--- src/inc/edp_regs.svh ---
// Purpose: Register map, reset values and timing counts for the engine
// Assumes: 32-bit register bus, one aligned word per register
// Notes:   Timing figures kept in their own unit, cycles derived
`ifndef EDP_REGS_SVH
`define EDP_REGS_SVH

// ----------------------------------------------------------------------
// Register offsets (byte addresses)
// ----------------------------------------------------------------------
`define EDP_OFS_STATUS   8'h00
`define EDP_OFS_MASK     8'h04
`define EDP_OFS_CTRL     8'h08
`define EDP_OFS_STATE    8'h0c

// ----------------------------------------------------------------------
// Reset values and field positions
// ----------------------------------------------------------------------
`define EDP_STATUS_RST   32'h0000_0000
`define EDP_MASK_RST     32'h0000_0000
`define EDP_CTRL_RST     32'h0000_0003
`define EDP_EVT_STRIDE   4
`define EDP_EVT_FAULT    0
`define EDP_EVT_DIGOK    1
`define EDP_EVT_BADRES   2
`define EDP_STATE_STRIDE 8

// ----------------------------------------------------------------------
// Timing
// ----------------------------------------------------------------------
`define EDP_CLK_HZ           20000000
`define EDP_DIG_MIN_PER_US   1000
`define EDP_FAULT_RPT_MS     10
`define EDP_RPT_SLOTS        8

// ----------------------------------------------------------------------
// Frequency setting, resistor code in 10 ohm units
// ----------------------------------------------------------------------
`define EDP_RHI_MIN      14'd1800
`define EDP_RHI_MAX      14'd9000
`define EDP_RLO_MIN      14'd180
`define EDP_RLO_MAX      14'd900
// 1024 steps per period, step weight per clock
`define EDP_STEP_NUM     25'd10240
// 7.4e-8 s/ohm x 20 MHz x 10 ohm x 10240 / 1024
`define EDP_HI_SCALE     11'd148
`define EDP_LO_SCALE     11'd1480
`define EDP_CODE_FULL    10'h3ff

`endif

--- src/inc/edp_pkg.sv ---
// Purpose: Types shared by the dimming engine
// Assumes: Nothing beyond the register header
// Notes:   Encodings follow declaration order from 0, read back in the STATE register
package edp_pkg;

  typedef enum logic [1:0] {
    EDP_MD_OFF,
    EDP_MD_ENGINE,
    EDP_MD_DIGITAL
  } edp_mode_t;

  typedef enum logic [1:0] {
    EDP_RNG_NONE,
    EDP_RNG_HIGH,
    EDP_RNG_LOW
  } edp_range_t;

endpackage

--- src/rtl/edp_engine_top.sv ---
// Purpose: Per-channel embedded dimming PWM engine with AXI4-Lite regs
// Assumes: Pin-side codes held stable by the converters between samples
// Notes:   All pin inputs pass two flops before use
//
// Overview of operation
// - Engine runs only while control level lies between 0% and 100% points.
// - Control level becomes duty cycle with 10-bit resolution.
// - While running, gate output toggles on and off periodically.
// - Duty rises linearly with control level; 1.26 V gives about 10%.
// - Any fault stops the engine and forces gate output off.
// - Period is 7.4e-8 s/ohm high range, 7.4e-7 s/ohm low range.
// - Resistor of 18 to 90 kohm selects the high range.
// - Resistor of 1.8 to 9 kohm selects the low range.
// - High range reports each fault type with its own duty cycle.
// - Low range holds fault pin raised until the fault clears.
// - High range disables voltage loop, enables overvoltage comparator.
// - Low range enables voltage loop alongside current loop.
// - Digital pattern accepted only below 1 kHz and without fault.
// - Valid pattern and high input drive gate on, else off.
//
// Our own choices: the AXI4-Lite register port and the address map.
`include "edp_regs.svh"
`timescale 1ns/1ps

module edp_engine_top
  import edp_pkg::*;
#(
  parameter int NCH         = 2,
  parameter int DIG_MIN_CYC = `EDP_DIG_MIN_PER_US * (`EDP_CLK_HZ / 1000000),
  parameter int RPT_CYC     = `EDP_FAULT_RPT_MS * (`EDP_CLK_HZ / 1000)
) (
  input  wire logic              aclk,
  input  wire logic              aresetn,
  input  wire logic [7:0]        s_axi_awaddr,
  input  wire logic              s_axi_awvalid,
  output logic                   s_axi_awready,
  input  wire logic [31:0]       s_axi_wdata,
  input  wire logic [3:0]        s_axi_wstrb,
  input  wire logic              s_axi_wvalid,
  output logic                   s_axi_wready,
  output logic [1:0]             s_axi_bresp,
  output logic                   s_axi_bvalid,
  input  wire logic              s_axi_bready,
  input  wire logic [7:0]        s_axi_araddr,
  input  wire logic              s_axi_arvalid,
  output logic                   s_axi_arready,
  output logic [31:0]            s_axi_rdata,
  output logic [1:0]             s_axi_rresp,
  output logic                   s_axi_rvalid,
  input  wire logic              s_axi_rready,
  input  wire logic [NCH*10-1:0] dimming_control_input_code,
  input  wire logic [NCH-1:0]    dimming_control_input_in_window,
  input  wire logic [NCH-1:0]    dimming_control_input_above_on,
  input  wire logic [NCH-1:0]    dimming_control_input_below_off,
  input  wire logic [NCH*14-1:0] freq_set_res_code,
  input  wire logic [NCH-1:0]    fault_present,
  input  wire logic [NCH*3-1:0]  fault_type,
  output logic [NCH-1:0]         dimming_gate_output,
  output logic [NCH-1:0]         freq_set_fault_pin,
  output logic [NCH-1:0]         volt_loop_en,
  output logic [NCH-1:0]         ov_comp_en,
  output logic                   irq
);

  localparam int DW   = $clog2(DIG_MIN_CYC + 1);
  localparam int SLC  = RPT_CYC / `EDP_RPT_SLOTS;
  localparam int SW   = $clog2(SLC + 1);
  localparam int INW  = NCH * 32;

  // ----------------------------------------------------------------------
  // Input synchronisers
  // ----------------------------------------------------------------------
  logic [INW-1:0] pin_raw;
  logic [INW-1:0] pin_s1_r;
  logic [INW-1:0] pin_s2_r;

  assign pin_raw = {{(INW-NCH*31){1'b0}}, dimming_control_input_code,
                    freq_set_res_code, fault_type,
                    dimming_control_input_in_window,
                    dimming_control_input_above_on,
                    dimming_control_input_below_off, fault_present};

  // Multi-bit codes assumed steady across the sample, see assumes
  always_ff @(posedge aclk) begin
    if (!aresetn) begin
      pin_s1_r <= '0;
      pin_s2_r <= '0;
    end else begin
      pin_s1_r <= pin_raw;
      pin_s2_r <= pin_s1_r;
    end
  end

  logic [NCH*10-1:0] code_s;
  logic [NCH*14-1:0] res_s;
  logic [NCH*3-1:0]  ftype_s;
  logic [NCH-1:0]    win_s;
  logic [NCH-1:0]    hi_s;
  logic [NCH-1:0]    lo_s;
  logic [NCH-1:0]    flt_s;

  assign {code_s, res_s, ftype_s, win_s, hi_s, lo_s, flt_s} =
         pin_s2_r[NCH*31-1:0];

  // ----------------------------------------------------------------------
  // Registers
  // ----------------------------------------------------------------------
  logic [31:0]  status_r;
  logic [31:0]  mask_r;
  logic [31:0]  ctrl_r;
  logic [31:0]  evt_set;
  logic [31:0]  state_vec;
  logic [31:0]  wr_clr;
  logic [7:0]   aw_addr_r;
  logic [31:0]  w_data_r;
  logic [3:0]   w_strb_r;
  logic         aw_have_r;
  logic         w_have_r;
  logic         do_wr;
  logic [31:0]  strb_mask;

  assign do_wr = aw_have_r && w_have_r && !s_axi_bvalid;
  assign strb_mask = {{8{w_strb_r[3]}}, {8{w_strb_r[2]}},
                      {8{w_strb_r[1]}}, {8{w_strb_r[0]}}};
  assign wr_clr = (do_wr && aw_addr_r[7:2] == `EDP_OFS_STATUS >> 2) ?
                  (w_data_r & strb_mask) : 32'h0000_0000;

  // ----------------------------------------------------------------------
  // Write channel
  // ----------------------------------------------------------------------
  // Address and data taken in either order, one write in flight
  always_ff @(posedge aclk) begin
    if (!aresetn) begin
      aw_have_r     <= 1'b0;
      w_have_r      <= 1'b0;
      aw_addr_r     <= 8'h00;
      w_data_r      <= 32'h0000_0000;
      w_strb_r      <= 4'h0;
      s_axi_awready <= 1'b0;
      s_axi_wready  <= 1'b0;
      s_axi_bvalid  <= 1'b0;
      s_axi_bresp   <= 2'h0;
    end else begin
      s_axi_awready <= !aw_have_r && !(s_axi_awvalid && s_axi_awready)
                       && !s_axi_bvalid;
      s_axi_wready  <= !w_have_r && !(s_axi_wvalid && s_axi_wready)
                       && !s_axi_bvalid;
      if (s_axi_awvalid && s_axi_awready) begin
        aw_have_r <= 1'b1;
        aw_addr_r <= s_axi_awaddr;
      end
      if (s_axi_wvalid && s_axi_wready) begin
        w_have_r <= 1'b1;
        w_data_r <= s_axi_wdata;
        w_strb_r <= s_axi_wstrb;
      end
      if (do_wr) begin
        aw_have_r    <= 1'b0;
        w_have_r     <= 1'b0;
        s_axi_bvalid <= 1'b1;
        s_axi_bresp  <= (aw_addr_r[7:2] <= `EDP_OFS_STATE >> 2) ?
                        2'h0 : 2'h2;
      end else if (s_axi_bvalid && s_axi_bready) begin
        s_axi_bvalid <= 1'b0;
      end
    end
  end

  // Status set wins over a same-cycle write-one clear
  always_ff @(posedge aclk) begin
    if (!aresetn) begin
      status_r <= `EDP_STATUS_RST;
    end else begin
      status_r <= (status_r & ~wr_clr) | evt_set;
    end
  end

  always_ff @(posedge aclk) begin
    if (!aresetn) begin
      mask_r <= `EDP_MASK_RST;
      ctrl_r <= `EDP_CTRL_RST;
    end else if (do_wr) begin
      if (aw_addr_r[7:2] == `EDP_OFS_MASK >> 2) begin
        mask_r <= (mask_r & ~strb_mask) | (w_data_r & strb_mask);
      end
      if (aw_addr_r[7:2] == `EDP_OFS_CTRL >> 2) begin
        ctrl_r <= (ctrl_r & ~strb_mask) | (w_data_r & strb_mask);
      end
    end
  end

  always_ff @(posedge aclk) begin
    if (!aresetn) begin
      irq <= 1'b0;
    end else begin
      irq <= |(status_r & mask_r);
    end
  end

  // ----------------------------------------------------------------------
  // Read channel
  // ----------------------------------------------------------------------
  always_ff @(posedge aclk) begin
    if (!aresetn) begin
      s_axi_arready <= 1'b0;
      s_axi_rvalid  <= 1'b0;
      s_axi_rdata   <= 32'h0000_0000;
      s_axi_rresp   <= 2'h0;
    end else begin
      s_axi_arready <= !s_axi_rvalid && !(s_axi_arvalid && s_axi_arready);
      if (s_axi_arvalid && s_axi_arready) begin
        s_axi_rvalid <= 1'b1;
        s_axi_rresp  <= 2'h0;
        case (s_axi_araddr[7:2])
          `EDP_OFS_STATUS >> 2: s_axi_rdata <= status_r;
          `EDP_OFS_MASK >> 2:   s_axi_rdata <= mask_r;
          `EDP_OFS_CTRL >> 2:   s_axi_rdata <= ctrl_r;
          `EDP_OFS_STATE >> 2:  s_axi_rdata <= state_vec;
          default: begin
            s_axi_rdata <= 32'h0000_0000;
            s_axi_rresp <= 2'h2;
          end
        endcase
      end else if (s_axi_rvalid && s_axi_rready) begin
        s_axi_rvalid <= 1'b0;
      end
    end
  end

  // ----------------------------------------------------------------------
  // Channels
  // ----------------------------------------------------------------------
  logic [NCH*`EDP_EVT_STRIDE-1:0]   evt_ch;
  logic [NCH*`EDP_STATE_STRIDE-1:0] st_ch;

  assign evt_set   = 32'(evt_ch);
  assign state_vec = 32'(st_ch);

  genvar c;
  generate
    for (c = 0; c < NCH; c++) begin : g_ch
      edp_mode_t   mode_r;
      edp_range_t  rng;
      logic [9:0]  code;
      logic [13:0] res;
      logic [2:0]  ftype;
      logic        flt;
      logic        run_ok;
      logic [24:0] thr;
      logic [24:0] acc_r;
      logic [24:0] acc_sum;
      logic [9:0]  phase_r;
      logic        hi_d_r;
      logic        seen_lo_r;
      logic [DW-1:0] dcnt_r;
      logic        dig_ok_r;
      logic [SW-1:0] scnt_r;
      logic [2:0]  slot_r;
      logic        flt_d_r;
      logic        dig_d_r;
      logic        bad_d_r;

      assign code  = code_s[c*10 +: 10];
      assign res   = res_s[c*14 +: 14];
      assign ftype = ftype_s[c*3 +: 3];
      assign flt   = flt_s[c];

      // Range from the resistor code; gaps count as no range
      always_comb begin
        if (res >= `EDP_RHI_MIN && res <= `EDP_RHI_MAX) begin
          rng = EDP_RNG_HIGH;
        end else if (res >= `EDP_RLO_MIN && res <= `EDP_RLO_MAX) begin
          rng = EDP_RNG_LOW;
        end else begin
          rng = EDP_RNG_NONE;
        end
      end

      // Period = res x scale / STEP_NUM x 1024 clocks
      assign thr = 25'(res) * ((rng == EDP_RNG_LOW) ?
                   25'(`EDP_LO_SCALE) : 25'(`EDP_HI_SCALE));
      assign acc_sum = acc_r + `EDP_STEP_NUM;
      assign run_ok  = ctrl_r[c] && !flt && rng != EDP_RNG_NONE;

      always_ff @(posedge aclk) begin
        if (!aresetn) begin
          mode_r <= EDP_MD_OFF;
        end else begin
          case (mode_r)
            EDP_MD_OFF: begin
              if (run_ok && win_s[c]) begin
                mode_r <= EDP_MD_ENGINE;
              end else if (ctrl_r[c] && !flt && dig_ok_r) begin
                mode_r <= EDP_MD_DIGITAL;
              end
            end
            EDP_MD_ENGINE: begin
              if (!run_ok || !win_s[c]) begin
                mode_r <= EDP_MD_OFF;
              end
            end
            EDP_MD_DIGITAL: begin
              if (!ctrl_r[c] || flt || !dig_ok_r || win_s[c]) begin
                mode_r <= EDP_MD_OFF;
              end
            end
            default: mode_r <= EDP_MD_OFF;
          endcase
        end
      end

      // Fractional step so any resistor gives an exact mean period
      always_ff @(posedge aclk) begin
        if (!aresetn) begin
          acc_r   <= 25'd0;
          phase_r <= 10'h000;
        end else if (mode_r != EDP_MD_ENGINE) begin
          acc_r   <= 25'd0;
          phase_r <= 10'h000;
        end else if (acc_sum >= thr) begin
          acc_r   <= acc_sum - thr;
          phase_r <= phase_r + 10'h001;
        end else begin
          acc_r <= acc_sum;
        end
      end

      // Digital pattern: low seen and rising edges more than 1 ms apart
      always_ff @(posedge aclk) begin
        if (!aresetn) begin
          hi_d_r    <= 1'b0;
          seen_lo_r <= 1'b0;
          dcnt_r    <= '0;
          dig_ok_r  <= 1'b0;
        end else begin
          hi_d_r <= hi_s[c];
          if (lo_s[c]) begin
            seen_lo_r <= 1'b1;
          end
          if (flt) begin
            dig_ok_r <= 1'b0;
          end
          if (hi_s[c] && !hi_d_r) begin
            dcnt_r    <= '0;
            seen_lo_r <= 1'b0;
            dig_ok_r  <= !flt && seen_lo_r && dcnt_r >= DW'(DIG_MIN_CYC);
          end else if (dcnt_r < DW'(DIG_MIN_CYC)) begin
            dcnt_r <= dcnt_r + DW'(1);
          end
        end
      end

      // Full code forces constant on, no 1/1024 notch
      always_ff @(posedge aclk) begin
        if (!aresetn) begin
          dimming_gate_output[c] <= 1'b0;
        end else if (flt || !ctrl_r[c]) begin
          dimming_gate_output[c] <= 1'b0;
        end else if (mode_r == EDP_MD_ENGINE) begin
          dimming_gate_output[c] <= (code == `EDP_CODE_FULL) ||
                                    (phase_r < code);
        end else if (mode_r == EDP_MD_DIGITAL) begin
          dimming_gate_output[c] <= hi_s[c];
        end else begin
          dimming_gate_output[c] <= 1'b0;
        end
      end

      // Fault report slots; pin high for ftype+1 of eight slots
      always_ff @(posedge aclk) begin
        if (!aresetn) begin
          scnt_r <= '0;
          slot_r <= 3'h0;
        end else if (!flt) begin
          scnt_r <= '0;
          slot_r <= 3'h0;
        end else if (scnt_r == SW'(SLC - 1)) begin
          scnt_r <= '0;
          slot_r <= slot_r + 3'h1;
        end else begin
          scnt_r <= scnt_r + SW'(1);
        end
      end

      always_ff @(posedge aclk) begin
        if (!aresetn) begin
          freq_set_fault_pin[c] <= 1'b0;
          volt_loop_en[c]       <= 1'b0;
          ov_comp_en[c]         <= 1'b0;
        end else begin
          if (rng == EDP_RNG_HIGH) begin
            freq_set_fault_pin[c] <= flt && slot_r <= ftype;
          end else begin
            freq_set_fault_pin[c] <= flt;
          end
          volt_loop_en[c] <= rng == EDP_RNG_LOW;
          ov_comp_en[c]   <= rng == EDP_RNG_HIGH;
        end
      end

      // Edge flags into the sticky status bits
      always_ff @(posedge aclk) begin
        if (!aresetn) begin
          flt_d_r <= 1'b0;
          dig_d_r <= 1'b0;
          bad_d_r <= 1'b0;
        end else begin
          flt_d_r <= flt;
          dig_d_r <= dig_ok_r;
          bad_d_r <= rng == EDP_RNG_NONE;
        end
      end

      always_comb begin
        evt_ch[c*`EDP_EVT_STRIDE +: `EDP_EVT_STRIDE] = '0;
        evt_ch[c*`EDP_EVT_STRIDE + `EDP_EVT_FAULT]  = flt && !flt_d_r;
        evt_ch[c*`EDP_EVT_STRIDE + `EDP_EVT_DIGOK]  = dig_ok_r && !dig_d_r;
        evt_ch[c*`EDP_EVT_STRIDE + `EDP_EVT_BADRES] =
          rng == EDP_RNG_NONE && !bad_d_r;
      end

      assign st_ch[c*`EDP_STATE_STRIDE +: `EDP_STATE_STRIDE] =
        {1'b0, dig_ok_r, freq_set_fault_pin[c], dimming_gate_output[c],
         rng, mode_r};
    end
  endgenerate

endmodule

--- config.mk ---
export PLATFORM = sky130hd
export DESIGN_NAME = edp_engine_top
export DESIGN_NICKNAME = d
export VERILOG_FILES = /design/src/inc/edp_pkg.sv /design/src/rtl/edp_engine_top.sv
export VERILOG_INCLUDE_DIRS = /design/src /design/src/inc
export SDC_FILE = /design/constraint.sdc
export NUM_CORES = 1
export LEC_CHECK = 0
export BUFFER_PORTS_ARGS = -buffer_cell sky130_fd_sc_hd__buf_2
export CAP_MARGIN = 10
export CORE_ASPECT_RATIO = 1.75
export CORE_UTILIZATION = 50
export CTS_CLUSTER_SIZE = 8
export DETAILED_ROUTE_END_ITERATION = 6
export PLACE_DENSITY_LB_ADDON = 0.1
export SLEW_MARGIN = 20
export SYNTH_ARGS = -nofsm -noshare
export SYNTH_HDL_FRONTEND = slang
export SYNTH_SLANG_ARGS = --single-unit
--- constraint.sdc ---
create_clock -name aclk -period 18.9 [get_ports aclk]
set_input_delay 2.835 -clock aclk [delete_from_list [all_inputs] [get_ports aclk]]
set_output_delay 2.835 -clock aclk [all_outputs]
set_load 0.05 [all_outputs]
# Word level (Yosys, flattened, before mapping)

Index checks and enable logic that the tools add are counted.

Add/sub/neg operators: 12
Multiply operators: 2
Magnitude comparators: 19
Eq/ne operators: 25
Muxes and demuxes: 36
Bitwise logic cells: 13
Reductions and logical operators: 103

Operators by type and width:

| operator                 | number |
|---|---|
| $and A32 B32 Y32         | 5 |
| $pmux W32 S4             | 1 |
| $not A32 Y32             | 2 |
| $or A32 B32 Y32          | 2 |
| $add A15 B1 Y15 const B  | 4 |
| $add A25 B14 Y25 const B | 2 |
| $ge A25 B25 Y1           | 2 |
| $mul A14 B11 Y25         | 2 |
| $mux W25                 | 2 |
| $sub A25 B25 Y25         | 2 |
| $logic_and A1 B1 Y1      | 39 |
| $mux W32                 | 1 |
| $or A32 B7 Y32           | 1 |
| $reduce_or A32 Y1        | 1 |
| $eq A15 B15 Y1 const B   | 2 |
| $ge A15 B15 Y1 const B   | 2 |
| $lt A15 B15 Y1 const B   | 2 |
| $ge A14 B11 Y1 const B   | 2 |
| $ge A14 B8 Y1 const B    | 2 |
| $le A14 B10 Y1 const B   | 2 |
| $le A14 B14 Y1 const B   | 2 |
| $mux W2                  | 14 |
| $logic_not A1 Y1         | 25 |
| $mux W11                 | 2 |
| 25 further kinds         | 89 |

Register bits after elaboration: 468
Bits of input ports: 121
Output and inout port bits: 50

# Logic depth before layout (Yosys ltp)

Depth in word-level cells: 10
Mapped depth: 35

# Least setup slack after synthesis

Ideal clock, no wire load.

Path type: reg2reg
From: register pin_s2_r[31]
To: register g_ch[1].phase_r[9]
Arrival time: 7.708 ns
Data required time: 18.830 ns
Setup slack: 11.121 ns
Cell stages (with the launch flop): 32
Buffers on the path: 1
Clock period less this slack: 7.779 ns
Path through: dfxtp_1 > nor4_1 > a211oi_1 > a2111oi_2 > clkbuf_1 > nor2b_1 > or2_2 > ha_1 > fa_1 > inv_1 > fa_1 > inv_1 > fa_1 > ha_1 > ha_1 > nor2b_1 > o21ai_0 > a21boi_0 > o211ai_1 > a21oi_1 > a211o_1 > o21ai_0 > xor2_1 > ha_1 > nand4_1 > nand4bb_1 > o31ai_1 > a21oi_1 > o21a_1 > and2_1 > or4_1 > a21oi_1

Longest elaborated chain between the ends: 8
Elaborated cells between the ends (all ways): 12
Classes of those cells: 1 x mul; 5 x order compare; 1 x eq/ne; 3 x mux; 2 x reduce/logical

RTL lines:

| what                                                      | line                  | RTL |
|---|---|---|
| from (decl)                                               | edp_engine_top.sv:75  | `logic [INW-1:0] pin_s2_r;` |
| from (signal assigned)                                    | edp_engine_top.sv:90  | `pin_s2_r <= pin_s1_r;` |
| $ge A14 B8 Y1 (no line) or $le A14 B10 Y1 (tied branches) | -                     |  |
| $logic_and A1 B1 Y1 (no line)                             | -                     |  |
| $mux W2                                                   | edp_engine_top.sv:272 | `` end else if (res >= `EDP_RLO_MIN && res <= `EDP_RLO_MAX) begin `` |
| $mux W2                                                   | edp_engine_top.sv:270 | `` if (res >= `EDP_RHI_MIN && res <= `EDP_RHI_MAX) begin `` |
| $eq A2 B2 Y1                                              | edp_engine_top.sv:280 | `assign thr = 25'(res) * ((rng == EDP_RNG_LOW) ?` |
| $mux W11                                                  | edp_engine_top.sv:280 |  |
| $mul A14 B11 Y25 (*)                                      | edp_engine_top.sv:280 |  |
| $ge A25 B25 Y1 (*)                                        | edp_engine_top.sv:320 | `end else if (acc_sum >= thr) begin` |
| to (signal assigned)                                      | edp_engine_top.sv:322 | `phase_r <= phase_r + 10'h001;` |
| to (decl)                                                 | edp_engine_top.sv:252 | `logic [9:0] phase_r;` |

Mark *: on every way between the ends. The rest lies on a longest branch, timed or not.
A chain may end at the register's enable or synchronous reset.

# Worst setup path after layout

From: register pin_s2_r[31]
To: register g_ch[1].acc_r[22]

Longest elaborated chain between the ends: 9
Elaborated cells between the ends (all ways): 14
Classes of those cells: 1 x add/sub; 1 x mul; 5 x order compare; 1 x eq/ne; 4 x mux; 2 x reduce/logical

RTL lines:

| what                                                      | line                                         | RTL |
|---|---|---|
| $ge A14 B8 Y1 (no line) or $le A14 B10 Y1 (tied branches) | -                                            |  |
| $logic_and A1 B1 Y1 (no line)                             | -                                            |  |
| $mux W2                                                   | edp_engine_top.sv:272                        |  |
| $mux W2                                                   | edp_engine_top.sv:270                        |  |
| $eq A2 B2 Y1                                              | edp_engine_top.sv:280                        |  |
| $mux W11                                                  | edp_engine_top.sv:280                        |  |
| $mul A14 B11 Y25 (*)                                      | edp_engine_top.sv:280                        |  |
| $sub A25 B25 Y25 or $ge A25 B25 Y1 (tied branches)        | edp_engine_top.sv:321, edp_engine_top.sv:320 |  |
| $mux W25 (*)                                              | edp_engine_top.sv:320                        |  |
| to (signal assigned)                                      | edp_engine_top.sv:321                        | `acc_r <= acc_sum - thr;` |
| to (signal assigned)                                      | edp_engine_top.sv:324                        | `acc_r <= acc_sum;` |
| to (decl)                                                 | edp_engine_top.sv:250                        | `logic [24:0] acc_r;` |

Marks and branches as above.

==> metrics.yaml <==
status:
  status: "complete, no violations"
finish:
  antenna_cells: 0
  area_growth_pct: 12.47
  nets: 3625
  drive_above_1_share_pct: 10.01
  fin_util_pct: 57.21
  fillers: 4731
hold_path:
  hold_path_depth: 1
  hold_class: "reg2reg"
route:
  drc: 0
  vias_per_cell: 5.472
  vias: 20900
  final_antenna_net_count: 0
  dr.pass1.iters: 5
  routedWlPerCell_microns: 16.70
  drt-total-wl_mm: 63.77
  drtIter0Drc: 1121
worst_setup_path:
  crit_path_start_kind: "flop"
  critPathKind: "reg2reg"
  r2r_cells: 31
  r2r-end: "g_ch[1].acc_r[22]"
  max_stage_delay_ns: 0.74
  rrSetupSlack_ns: 9.64
  reg2reg_from: "pin_s2_r[31]"
  arrival_ns: 9.77
  cp_max_fo: 26
  cp_common_cell: "ha_1"
  required_ns: 19.41
  endpoint: "g_ch[1].acc_r[22]"
  crit_slowest_cell: "nand2_1"
  startpoint: "pin_s2_r[31]"
  setup.worst_path.end_class: "flop"
clock_tree:
  cts_buffers: 67
  clock-root-buffer: "clkbuf_16"
  clock_sinks: 460
  cts_tree: "done"
  cts_setup_buffers: 0
  cts_max_path_buffers: 3
  clkTransAtPathRegs_ns: 0.05
  hold_buffers: 0
  clock_latency_ns: 0.60
  cts_max_level: 3
  cts_resized: 0
grt:
  grt_pass1_vias: 21370
  grt_antenna_before_repair: 1
  grt_pass1_wl_mm: 104.3
  grt_overflow: 0
  grtUsageTotal_pct: 24.15
  grt_start_max_net_pins: 71
pwr:
  ir_drop_uv: 60.04
  leakage_nw: 13.03
  p_total_w: 0.002536
  power_density_nw_per_um2: 85.90
timing:
  rsz0062_at_grt: "no"
  max_freq_mhz: 108.0
  fin_skew_ns: 0.02420
  setup_ws_ns: 9.644
  period_share_pct: 48.97
  fin_setup_tns_ns: 0
  period_minus_slack_ns: 9.256
  hold_viol_final: 0
  setup_violations: 0
  drv_slew: 0
  tightest_slew_ns: 1.086
  relSlewSlack_pct: 27.42
synth:
  synthTopCellsByArea: "dfxtp_1 (35%), ha_1 (13%), fa_1 (7.0%), a21oi_1 (5.4%), nand2_1 (5.1%)"
  ys_seq_area_share_pct: 35.08
  syn_area_sq_um: 26250
  synthArstFlopShare_pct: 0
  synth_warnings: 0
  synth_commonest_cells: "dfxtp_1 (460), nand2_1 (356), a21oi_1 (282)"
  avgSynthCellArea_sq_um: 8.786
  synth_cells: 2988
  yosysTopAreaCellShare_pct: 35.08
  synth_top_area_cell: "dfxtp_1"
  yosys.cell_count.top_type: "dfxtp_1"
  ys_types: 81
  synthFlopType: "dfxtp_1"
  synth_edf_count: 0
  ys_ff_latch: 460
job:
  cap_violations: 0
place:
  hpwl_mm: 48.31
  routabilityCongestion: 0.8856
  pre_cts_ws_ns: 9.552
  port_buffers: 164
floorplan:
  die_area_sq_um: 53460
  io_pins: 171
  fp-row-count: 110
  core_sq_um: 51610
  initial_core_util_pct: 50.87
  die_w_microns: 175.2
  die_h_microns: 305.1
[worst max-delay path: cells and delay by family (launching register included)]
kind	cells	cell delay (ns)
AO/OA/AOI/OAI	13	3.17
adder cells (fa/ha/maj)	7	2.66
AND/OR/NAND/NOR	8	2.48
buffers and inverters	3	0.45
flip-flops	1	0.38
[cells by family after synthesis]
logic type | after synthesis | share of synthesized area (%)
AO/OA/AOI/OAI | 551 | 12.83
XOR/XNOR | 145 | 4.837
adder cells (fa/ha/maj) | 366 | 20.07
buffers and inverters | 354 | 5.161
flip-flops | 460 | 35.08
multiplexers | 44 | 2.364
other | 2 | 0.02861
AND/OR/NAND/NOR | 1066 | 19.63
[through the flow]
step,instances,cell area [sq um],hold WS (ns)
2_1_floorplan,3016,26360,0.4027
3_3_place_gp,3741,27680,0.4069
3_5_place_dp,3741,27680,0.4177
4_1_cts,3819,29520,0.4157
5_1_grt,3819,29530,0.4377
6_report,3819,29530,0.4158
[cell type report]
| type | count | area, sq um | share of cell area (%) |
|---|---|---|---|
| Tap cell | 672 | 840.8 | 2.848 |
| Inverter | 227 | 854.6 | 2.894 |
| Clock inverter | 7 | 152.6 | 0.5170 |
| Multi-Input combinational cell | 2202 | 15830 | 53.63 |
| Clock buffer | 71 | 1692 | 5.729 |
| Sequential cell | 460 | 9209 | 31.19 |
| Timing Repair Buffer | 180 | 943.4 | 3.195 |
[where the power goes]
part	switching, W	leakage (nW)	internal (W)
registers	0.0000191	3.74	0.000994
clock network	0.000434	0.896	0.000638
logic	0.000268	8.39	0.000182
[worst min-delay path by stage]
| stage | from | end |
|---|---|---|
| detailed placement | pin_s1_r[45] | pin_s2_r[45] |
| floorplan | pin_s2_r[6] | g_ch[0].mode_r[1] |
| CTS | pin_s2_r[6] | g_ch[0].mode_r[1] |
| global placement | pin_s2_r[6] | g_ch[0].mode_r[1] |
| global route | pin_s1_r[45] | pin_s2_r[45] |
| finish | pin_s2_r[6] | g_ch[0].mode_r[1] |
[metal layers]
metal,up-vias,track usage [%],share of wire (%)
li1,10350,-,-
met1,9914,25.91,39
met2,496,46.70,54
met3,137,2.769,3.7
met4,0,10.15,3.6
met5,-,0,0
[layout by cell type, fill, tap and decap left out, drive strengths merged, types with 26 or more instances in the layout]
master,instances
a21o,28
a21oi,283
and2,160
buf,180
clkbuf,71
conb,30
dfxtp,460
fa,92
ha,274
inv,230
mux2i,26
nand2,356
nand3,119
nand4,28
nor2,199
nor2b,35
nor3,35
o21ai,82
xnor2,86
xor2,59
No activity file was read; power rests on OpenSTA's default activity.
